### src/core/sarc_pkg.sv
// package: register map, field layout, timing and types for the sar converter control
package sarc_pkg;
    localparam int ADDR_W = 2;
    localparam logic [1:0] OFF_CSR = 2'h0;
    localparam logic [1:0] OFF_RES_UP = 2'h1;
    localparam logic [1:0] OFF_RES_LO = 2'h2;
    localparam int BIT_DONE = 7;
    localparam int BIT_SPEED = 6;
    localparam int BIT_ON = 5;
    localparam int BIT_RSVD = 4;
    localparam int CH_MSB = 3;
    localparam logic [7:0] CSR_RESET = 8'h00;
    localparam logic [7:0] RES_RESET = 8'h00;
    localparam int RES_W = 10;
    localparam logic [9:0] RES_FULL = 10'h3ff;
    localparam logic [9:0] RES_ZERO = 10'h000;
    localparam int DIV_SLOW = 4;
    localparam int DIV_FAST = 2;
    // one sample slot plus one slot per result bit
    localparam int SAMPLE_SLOTS = 1;
    localparam int CLK_MHZ = 25;
    localparam int STAB_NS = 10000;
    localparam int STAB_CYC_CALC = (STAB_NS * CLK_MHZ + 999) / 1000;
    localparam int STAB_CYC = (STAB_CYC_CALC < 1) ? 1 : STAB_CYC_CALC;

    typedef struct packed {
        logic speed;
        logic on;
        logic [3:0] channel;
    } sarc_cfg_t;

    typedef struct packed {
        logic valid;
        logic [9:0] code;
    } sarc_result_t;

    typedef enum logic [3:0] {
        SARC_OFF = 4'b0001,
        SARC_STAB = 4'b0010,
        SARC_SAMPLE = 4'b0100,
        SARC_CONV = 4'b1000
    } sarc_state_t;
endpackage

### src/core/sarc_clkdiv.sv
// converter clock tick generator: cpu clock divided by 4 or by 2
`timescale 1ns/1ps
module sarc_clkdiv
    import sarc_pkg::*;
(
    input wire logic clk_sys,
    input wire logic rst,
    input wire logic clk_en,
    input wire logic run,
    input wire logic fast,
    output logic tick
);
    logic [1:0] cnt_ff;
    logic [1:0] nxt_cnt;
    wire logic [1:0] last_cnt;
    wire logic wrap;

    assign last_cnt = fast ? 2'(DIV_FAST - 1) : 2'(DIV_SLOW - 1);
    assign wrap = (cnt_ff >= last_cnt);
    assign nxt_cnt = (!run || wrap) ? 2'h0 : cnt_ff + 2'h1;
    assign tick = run && wrap;

    always_ff @(posedge clk_sys or posedge rst)
    begin
        if (rst)
            cnt_ff <= 2'h0;
        else if (clk_en)
            cnt_ff <= nxt_cnt;
    end
endmodule

### src/core/sarc_sar.sv
// successive approximation register: one trial bit per converter tick
`timescale 1ns/1ps
module sarc_sar
    import sarc_pkg::*;
#(
    parameter int WIDTH = RES_W
)
(
    input wire logic clk_sys,
    input wire logic rst,
    input wire logic clk_en,
    input wire logic start,
    input wire logic abort,
    input wire logic tick,
    input wire logic cmp_hi,
    output logic [WIDTH-1:0] dac_code,
    output logic busy,
    output logic done,
    output logic [WIDTH-1:0] code
);
    logic [WIDTH-1:0] sar_ff;
    logic [WIDTH-1:0] bit_ff;
    logic [WIDTH-1:0] code_ff;
    logic done_ff;
    wire logic [WIDTH-1:0] kept;
    wire logic last;

    // trial code is the settled bits plus the bit under test
    assign dac_code = sar_ff | bit_ff;
    // keep the trial bit only when the input lies at or above it
    assign kept = cmp_hi ? dac_code : sar_ff;
    assign last = bit_ff[0];
    assign busy = |bit_ff;
    assign done = done_ff;
    assign code = code_ff;

    always_ff @(posedge clk_sys or posedge rst)
    begin
        if (rst)
        begin
            sar_ff <= '0;
            bit_ff <= '0;
            code_ff <= '0;
            done_ff <= 1'b0;
        end
        else if (clk_en)
        begin
            done_ff <= 1'b0;
            if (abort)
            begin
                sar_ff <= '0;
                bit_ff <= '0;
            end
            else if (start)
            begin
                sar_ff <= '0;
                bit_ff <= {1'b1, {(WIDTH-1){1'b0}}};
            end
            else if (tick && busy)
            begin
                sar_ff <= kept;
                bit_ff <= bit_ff >> 1;
                if (last)
                begin
                    code_ff <= kept;
                    done_ff <= 1'b1;
                end
            end
        end
    end
endmodule

### src/core/sarc_top.sv
// sar converter control: registers, sequencing, clamping and low-power handling
`timescale 1ns/1ps
module sarc_top
    import sarc_pkg::*;
#(
    parameter int WIDTH = RES_W,
    parameter int STAB_CYCLES = STAB_CYC
)
(
    input wire logic clk_sys,
    input wire logic rst,
    input wire logic clk_en,
    input wire logic [ADDR_W-1:0] addr,
    input wire logic [7:0] wdata,
    input wire logic wr_en,
    input wire logic rd_en,
    output logic [7:0] rdata,
    input wire logic halt_mode,
    input wire logic wait_mode,
    input wire logic cmp_hi,
    input wire logic over_high_ref,
    input wire logic under_low_ref,
    output logic [3:0] channel_select,
    output logic sample_hold,
    output logic analog_enable,
    output logic [WIDTH-1:0] dac_code,
    output logic converter_ready
);
    // ----------------------------------------------------------------
    // pin synchronisers
    // ----------------------------------------------------------------
    // comparator answers this clock's own trial code within the cycle, so it is read directly;
    // two extra flops would outlast a divide-by-2 bit slot and decide on a stale trial
    logic [1:0] over_sync_ff;
    logic [1:0] under_sync_ff;
    logic [1:0] halt_sync_ff;
    logic [1:0] wait_sync_ff;
    wire logic over_s;
    wire logic under_s;
    wire logic halt_s;

    always_ff @(posedge clk_sys or posedge rst)
    begin
        if (rst)
        begin
            over_sync_ff <= 2'h0;
            under_sync_ff <= 2'h0;
            halt_sync_ff <= 2'h0;
            wait_sync_ff <= 2'h0;
        end
        else if (clk_en)
        begin
            over_sync_ff <= {over_sync_ff[0], over_high_ref};
            under_sync_ff <= {under_sync_ff[0], under_low_ref};
            halt_sync_ff <= {halt_sync_ff[0], halt_mode};
            wait_sync_ff <= {wait_sync_ff[0], wait_mode};
        end
    end

    assign over_s = over_sync_ff[1];
    assign under_s = under_sync_ff[1];
    assign halt_s = halt_sync_ff[1];

    // ----------------------------------------------------------------
    // register decode
    // ----------------------------------------------------------------
    // address match shared by the write decode, the read clear and the read mux
    function automatic logic reg_hit(input logic [ADDR_W-1:0] a, input logic [ADDR_W-1:0] off);
        return (a == off);
    endfunction

    sarc_cfg_t cfg_ff;
    logic done_flag_ff;
    logic [WIDTH-1:0] result_ff;
    logic [7:0] rdata_ff;
    wire logic wr_csr;
    wire logic rd_upper;
    wire logic ch_change;
    wire logic conv_done;
    wire logic [WIDTH-1:0] sar_code;
    wire logic [WIDTH-1:0] clamped;
    wire logic [7:0] csr_view;
    wire logic [7:0] upper_view;
    wire logic [7:0] lower_view;
    wire logic [7:0] nxt_rdata;
    sarc_cfg_t nxt_cfg;

    assign wr_csr = wr_en && reg_hit(addr, OFF_CSR);
    assign rd_upper = rd_en && reg_hit(addr, OFF_RES_UP);
    assign ch_change = wr_csr && (wdata[CH_MSB:0] != cfg_ff.channel);
    // reserved bit 4 is not stored and reads zero
    assign nxt_cfg = wr_csr ? sarc_cfg_t'{speed: wdata[BIT_SPEED], on: wdata[BIT_ON], channel: wdata[CH_MSB:0]}
                            : cfg_ff;

    assign csr_view = {done_flag_ff, cfg_ff.speed, cfg_ff.on, 1'b0, cfg_ff.channel};
    assign upper_view = result_ff[WIDTH-1:WIDTH-8];
    assign lower_view = {6'h00, result_ff[1:0]};
    assign nxt_rdata = !rd_en ? 8'h00 :
                       reg_hit(addr, OFF_CSR) ? csr_view :
                       reg_hit(addr, OFF_RES_UP) ? upper_view :
                       reg_hit(addr, OFF_RES_LO) ? lower_view : 8'h00;
    assign rdata = rdata_ff;

    // out-of-range flags from the front end override the sar code
    assign clamped = over_s ? RES_FULL : (under_s ? RES_ZERO : sar_code);

    always_ff @(posedge clk_sys or posedge rst)
    begin
        if (rst)
        begin
            cfg_ff <= '{speed: CSR_RESET[BIT_SPEED], on: CSR_RESET[BIT_ON], channel: CSR_RESET[CH_MSB:0]};
            rdata_ff <= 8'h00;
            result_ff <= {RES_RESET, 2'h0};
        end
        else if (clk_en)
        begin
            cfg_ff <= nxt_cfg;
            rdata_ff <= nxt_rdata;
            if (conv_done)
                result_ff <= clamped;
        end
    end

    // set wins over a same-cycle read or write clear
    always_ff @(posedge clk_sys or posedge rst)
    begin
        if (rst)
            done_flag_ff <= 1'b0;
        else if (clk_en)
        begin
            if (conv_done)
                done_flag_ff <= 1'b1;
            else if (rd_upper || wr_csr)
                done_flag_ff <= 1'b0;
        end
    end

    // ----------------------------------------------------------------
    // sequencer
    // ----------------------------------------------------------------
    sarc_state_t state_ff;
    sarc_state_t nxt_state;
    logic [15:0] stab_cnt_ff;
    logic [15:0] nxt_stab_cnt;
    wire logic enabled;
    wire logic tick;
    wire logic start_conv;
    wire logic abort_conv;
    wire logic stab_done;

    // wait mode is intentionally ignored; the on bit and halt gate the converter
    assign enabled = cfg_ff.on && !halt_s;
    assign stab_done = (stab_cnt_ff >= 16'(STAB_CYCLES - 1));
    assign abort_conv = !enabled || ch_change;
    assign start_conv = (state_ff == SARC_SAMPLE) && tick && !abort_conv;

    always_comb
    begin
        nxt_state = state_ff;
        nxt_stab_cnt = 16'h0000;
        unique case (state_ff)
            SARC_OFF:
                if (enabled)
                    nxt_state = SARC_STAB;
            SARC_STAB:
            begin
                nxt_stab_cnt = stab_cnt_ff + 16'h0001;
                if (!enabled)
                    nxt_state = SARC_OFF;
                else if (stab_done)
                    nxt_state = SARC_SAMPLE;
            end
            SARC_SAMPLE:
                if (!enabled)
                    nxt_state = SARC_OFF;
                else if (start_conv)
                    nxt_state = SARC_CONV;
            SARC_CONV:
                if (!enabled)
                    nxt_state = SARC_OFF;
                else if (ch_change || conv_done)
                    nxt_state = SARC_SAMPLE;
            default:
                nxt_state = SARC_OFF;
        endcase
    end

    always_ff @(posedge clk_sys or posedge rst)
    begin
        if (rst)
        begin
            state_ff <= SARC_OFF;
            stab_cnt_ff <= 16'h0000;
        end
        else if (clk_en)
        begin
            state_ff <= nxt_state;
            stab_cnt_ff <= nxt_stab_cnt;
        end
    end

    sarc_clkdiv u_clkdiv (
        .clk_sys(clk_sys),
        .rst(rst),
        .clk_en(clk_en),
        .run(enabled),
        .fast(cfg_ff.speed),
        .tick(tick)
    );

    sarc_sar #(.WIDTH(WIDTH)) u_sar (
        .clk_sys(clk_sys),
        .rst(rst),
        .clk_en(clk_en),
        .start(start_conv),
        .abort(abort_conv),
        .tick(tick),
        .cmp_hi(cmp_hi),
        .dac_code(dac_code),
        .busy(),
        .done(conv_done),
        .code(sar_code)
    );

    // ----------------------------------------------------------------
    // analog front-end controls
    // ----------------------------------------------------------------
    assign channel_select = cfg_ff.channel;
    // gated by enabled so a stop or halt drops them together with the front end, not a cycle later
    assign sample_hold = (state_ff == SARC_SAMPLE) && enabled;
    assign analog_enable = enabled;
    assign converter_ready = ((state_ff == SARC_SAMPLE) || (state_ff == SARC_CONV)) && enabled;
    // no interrupt output by design; software polls the done flag
endmodule

### config.mk
export PLATFORM = sky130hd
export DESIGN_NAME = sarc_top
export DESIGN_NICKNAME = d
export VERILOG_FILES = /design/src/core/sarc_pkg.sv /design/src/core/sarc_clkdiv.sv /design/src/core/sarc_sar.sv /design/src/core/sarc_top.sv
export SDC_FILE = /design/constraint.sdc
export NUM_CORES = 1
export LEC_CHECK = 0
export BUFFER_PORTS_ARGS = -buffer_cell sky130_fd_sc_hd__buf_2
export CAP_MARGIN = 30
export CORE_ASPECT_RATIO = 0.75
export CORE_MARGIN = 3
export CORE_UTILIZATION = 50
export CTS_BUF_LIST = sky130_fd_sc_hd__clkbuf_4 sky130_fd_sc_hd__clkbuf_8 sky130_fd_sc_hd__clkbuf_16
export DETAILED_ROUTE_END_ITERATION = 10
export PLACE_DENSITY = 0.79
export SYNTH_ARGS = -nofsm -noshare
export SYNTH_HDL_FRONTEND = slang
export SYNTH_SLANG_ARGS = --single-unit
### constraint.sdc
create_clock -name clk_sys -period 6.77 [get_ports clk_sys]
set_clock_uncertainty 0.05 [all_clocks]
set_input_delay 1.0155 -clock clk_sys [delete_from_list [all_inputs] [get_ports clk_sys]]
set_output_delay 1.0155 -clock clk_sys [all_outputs]
set_load 0.02 [all_outputs]
# Word level (Yosys, flattened, before mapping)
# Index checks and enable logic that the tools add are counted.
# word_totals
out_inout_bits	25
inputBits	20
ff_bits	84
elab_cells	92
# classes
n_reduce_logical	28
add_sub_neg	2
magnitude_cmp	2
bitwise	3
n_eq_ne	11
mux	30
# op_table
op	n
$mux W10	9
$mux W4	7
$mux W8	3
$add A16 B1 Y16 const B	1
$ge A16 B8 Y1 const B	1
$mux W16	1
$pmux W4 S4	1
$logic_and A1 B1 Y1	10
$or A10 B10 Y10	1
$reduce_and A5 Y1	2
$reduce_or A10 Y1	1
$ne A3 B3 Y1 const B	3
$reduce_and A2 Y1	4
$mux W1	6
$mux W2	3
$logic_or A1 B1 Y1	5
$eq A4 B1 Y1 const B	1
$eq A4 B2 Y1 const B	1
$eq A4 B3 Y1 const B	1
$eq A4 B4 Y1 const B	1
$ne A4 B4 Y1	1
$logic_not A1 Y1	3
$reduce_bool A3 Y1	1
$add A2 B1 Y2 const B	1
7 further kinds	8

# Logic depth before layout (Yosys ltp)
# logic_depth
ltp_word	9
mapped_depth	7

# Hierarchy
# From an unflattened synthesis, not the netlist that was laid out.
# unflattened
hier_cells	399
area_unflattened_um2	3993.8
# by_module_without_submodules
module	area_each_um2	cells_per_inst	n_inst	seq_area_each_um2
sarc_top	2511.2	250	1	1277.5
sarc_sar	1347.5	136	1	775.7
sarc_clkdiv	135.1	13	1	50.0

# Worst setup path after synthesis
# OpenSTA, ideal clock, no wires.
# synth_path
path_kind	register -> output
startpoint	register state_ff[1]
endpoint	output port converter_ready
path_stages_with_launch	3
n_path_buf	0
setup_slack_ns	4.272
required_ns	5.704
arrival_time_ns	1.432
path_cell_list	dfrtp_1 -> or4b_2 -> a21oi_1
# synth_between
elab_chain_cells	3
word_cells_on_any_way	4
classes_between	eq/ne (2); reduce/logical (2)
# synth_rtl
element	line_no	source
start, declared	sarc_top.sv:141	sarc_state_t state_ff;
start signal, assigned	sarc_top.sv:197	state_ff <= nxt_state;
$eq A4 B3 Y1 or $eq A4 B4 Y1 (tied branches)	sarc_top.sv:232	assign converter_ready = ((state_ff == SARC_SAMPLE) || (state_ff == SARC_CONV)) && enabled;
$logic_or A1 B1 Y1 *	sarc_top.sv:232	
$logic_and A1 B1 Y1 *	sarc_top.sv:232	
end, declared	sarc_top.sv:27	output logic converter_ready
# Every way passes the cells marked *; elsewhere a longest branch is shown, timed or not.

# Worst setup path after layout
# layout_path
startpoint	input port clk_en
endpoint	register u_sar.code_ff[8] (netlist: u_sar.code[8])
# layout_between
elab_chain_cells	1
# layout_rtl
element	line_no	source
start, declared	sarc_top.sv:12	input wire logic clk_en,
$reduce_and A5 Y1 (no source line)	n/a	
end signal, assigned	sarc_sar.sv:65	code_ff <= kept;
end, declared	sarc_sar.sv:23	logic [WIDTH-1:0] code_ff;
# No other way between the ends.
# A chain may end at the register's enable or synchronous reset.

==> results.sh <==
export IMPL_status="finished clean"
export IMPL_internal_power_uw=830
export IMPL_fp_row_count=27
export IMPL_dp_hpwl_um=5680
export IMPL_postSynthCellCount=360
export IMPL_timing_rr_end="u_sar.code[8]"
export IMPL_setup_violations=0
export IMPL_rrSetupSlack_ns=4.24
export IMPL_fp_dieW_um=108
export IMPL_grt_pass1_wl_um=13700
export IMPL_finalCriticalPeriod_ns=3.02
export IMPL_worstPathArrival_ns=3.18
export IMPL_worstSetupStartpoint="clk_en"
export IMPL_cts_buffer_depth=2
export IMPL_grt_setup_unrepaired="no"
export IMPL_fin_crit_sh=0.446
export IMPL_path_max_fanout=24
export IMPL_finalHoldViolCount=0
export IMPL_grt_overflow_total=0
export IMPL_power_frac_seq=0.507
export IMPL_grt_usage=0.199
export IMPL_grt_pass1_vias=2692
export IMPL_async_flop_share=1.00
export IMPL_worstPathRequired_ns=6.93
export IMPL_synth_edff_count=0
export IMPL_hold_class="register to register"
export IMPL_p_leak_nw=2.05
export IMPL_r2r_start="cfg_ff[5]"
export IMPL_placed_cells=485
export IMPL_p_clk_frac=0.340
export IMPL_initial_core_util=0.523
export IMPL_drive_above_1_share=0.233
export IMPL_peakVddDrop_v=0.000114
export IMPL_clk_latency_ns=0.35
export IMPL_ios=45
export IMPL_place_gp_congestion=0.829
export IMPL_crit_type="input pin to register"
export IMPL_finalSetupTns_ns=0
export IMPL_nets=419
export IMPL_p_switching_uw=318
export IMPL_die_height_um=82.5
export IMPL_portBuffers=41
export IMPL_dieArea_um2=8910
export IMPL_worst_pin_slew_ns=0.797
export IMPL_drt_pass1_iter_count=4
export IMPL_ys_seq_area_frac=0.539
export IMPL_cts_hold_buf=0
export IMPL_start_kind="input pin"
export IMPL_synth_seq_cells=84
export IMPL_avgSynthCellArea_um2=10.8
export IMPL_crit_path_end="u_sar.code[8]"
export IMPL_synthFlopType="dfrtp_1"
export IMPL_post_cts_buffers=0
export IMPL_reg2reg_depth=6
export IMPL_cts_root_buf="clkbuf_8"
export IMPL_slew_viol_final=0
export IMPL_cts_clk_slew_worst_paths_ns=0.08
export IMPL_powerDensity_nw_per_um2=261
export IMPL_vias_per_cell=5.75
export IMPL_pwr_share_comb=0.154
export IMPL_worstSetupEndpointType="register"
export IMPL_synthesis_nets=384
export IMPL_fmax_mhz=332
export IMPL_synth_warnings=0
export IMPL_antenna_cells=0
export IMPL_drtIter0Drc=217
export IMPL_wirelength_um=8170
export IMPL_cts_tree="yes"
export IMPL_vias=2874
export IMPL_slew_limit_headroom=0.464
export IMPL_wire_per_inst_um=16.3
export IMPL_max_cap_violations=0
export IMPL_cts_resized_gates=0
export IMPL_cts_htree_levels=3
export IMPL_cts_buffers=9
export IMPL_antenna_found_initial=0
export IMPL_syn_to_final_growth_pct=12.6
export IMPL_swShare=0.277
export IMPL_clock_sinks=84
export IMPL_drt_antenna_violating_nets=0
export IMPL_syn_area_um2=3900
export IMPL_fin_cells=500
export IMPL_n_fill_cell=630
export IMPL_synth_cell_types=54
export IMPL_grt_max_degree=52
export IMPL_drc=0
export IMPL_core_area_um2=7470
==> per-layer routing <==
layer | global-route usage | wire [µm] | vias to the layer above
li1 | - | - | 1368
met1 | 0.301 | 4080 | 1403
met2 | 0.290 | 3490 | 97
met3 | 0.0575 | 569 | 6
met4 | 0.0340 | 36 | 0
met5 | 0 | 0 | -
==> registers in the layout, indices dropped and copies added (netlist names), 2 cells and up <==
signal / count
u_sar.sar_ff: 10
stab_cnt_ff: 16
cfg_ff: 2
state_ff: 4
channel_select: 4
rdata: 8
halt_sync_ff: 2
u_sar.bit_ff: 10
under_sync_ff: 2
u_sar.code: 10
u_clkdiv.cnt_ff: 2
over_sync_ff: 2
result_ff: 10
==> layout make-up <==
cell class / count / area (µm²) / share of cell area
inverters: 10 / 38.8 / 0.00883
well taps: 101 / 126 / 0.0288
flip-flops and latches: 84 / 2100 / 0.479
multi-input cells: 246 / 1650 / 0.377
clock buffers: 11 / 145 / 0.0330
clock inverters: 4 / 73.8 / 0.0168
repair buffers: 44 / 251 / 0.0572
==> cells by family after synthesis <==
| kind of cell | share of synthesized area |
|---|---|
| AND/OR/NAND/NOR | 0.137 |
| AO/OA/AOI/OAI | 0.184 |
| flip-flops | 0.539 |
| XOR/XNOR | 0.0314 |
| adder cells (fa/ha/maj) | 0.0128 |
| multiplexers | 0.0584 |
| buffers and inverters | 0.0372 |
==> per-stage QoR <==
stage | total power [mW] | setup slack [ns] | util | area, µm² | hold slack [ns]
detailed placement | 0.764 | 3.41 | 0.559 | 4170 | 0.421
finish | 1.15 | 3.75 | 0.588 | 4390 | 0.437
global route | 1.20 | 3.45 | 0.588 | 4390 | 0.455
floorplan | 0.720 | 3.54 | - | 3900 | 0.399
CTS | 1.16 | 3.74 | 0.588 | 4390 | 0.442
global placement | 0.751 | 3.48 | 0.554 | 4140 | 0.408
==> how the worst min path moves through the flow <==
stage | from | endpoint | slack (ns) | depth (start not counted)
after floorplan | done_flag_ff | done_flag_ff | 0.40 | 1
after global placement | done_flag_ff | done_flag_ff | 0.41 | 1
after detailed placement | u_sar.code[0] | u_sar.code[0] | 0.42 | 2
after CTS | u_sar.code[0] | u_sar.code[0] | 0.44 | 2
after global routing | rdata[1] | rdata[1] | 0.45 | 1
final | u_sar.code[0] | u_sar.code[0] | 0.44 | 2
==> synth_stat cells (3+ instances only) <==
cell,count,share of area
a21oi_1,39,0.050
clkbuf_1,12,0.012
dfrtp_1,83,0.53
buf_4,4,0.0077
o2bb2ai_1,17,0.038
nand3_1,6,0.0077
mux2_2,12,0.035
o21ai_0,23,0.029
nor2_1,26,0.025
or2_2,11,0.018
xnor2_1,4,0.0090
mux2i_1,7,0.018
ha_1,4,0.013
and3_1,4,0.0064
inv_1,9,0.0087
nor4_1,3,0.0048
xor2_1,10,0.022
or3_1,3,0.0048
a22o_1,9,0.020
nand2_1,25,0.024
nor3_1,3,0.0038
==> power by group through the flow <==
stage	sequential [mW]	combinational, mW	clock, mW
detailed placement	0.588	0.176	0
global route	0.586	0.196	0.420
floorplan	0.579	0.141	0
CTS	0.581	0.177	0.398
finish	0.582	0.176	0.390
global placement	0.584	0.167	0
==> cells in the final DEF, fill, tap and decap left out, drive strengths merged, types with 4 or more instances in the layout <==
cell type	synthesis	layout
a21oi	40	40
a22o	9	9
and3	4	4
buf	8	44
clkbuf	12	11
dfrtp	83	83
ha	4	4
inv	10	9
mux2	14	14
mux2i	7	7
nand2	25	25
nand3	6	6
nor2	26	26
nor4	5	5
o21ai	24	24
o2bb2ai	17	17
or2	11	11
or4b	4	4
xnor2	4	4
xor2	10	10
==> worst max-delay path: stages <==
cell and delay (ns):
buf_2 0.40, inv_2 0.27, a311oi_1 0.51, nand4_1 0.62
nand2_1 0.23, o21ai_0 0.11
Power figures use the tool's default switching activity.
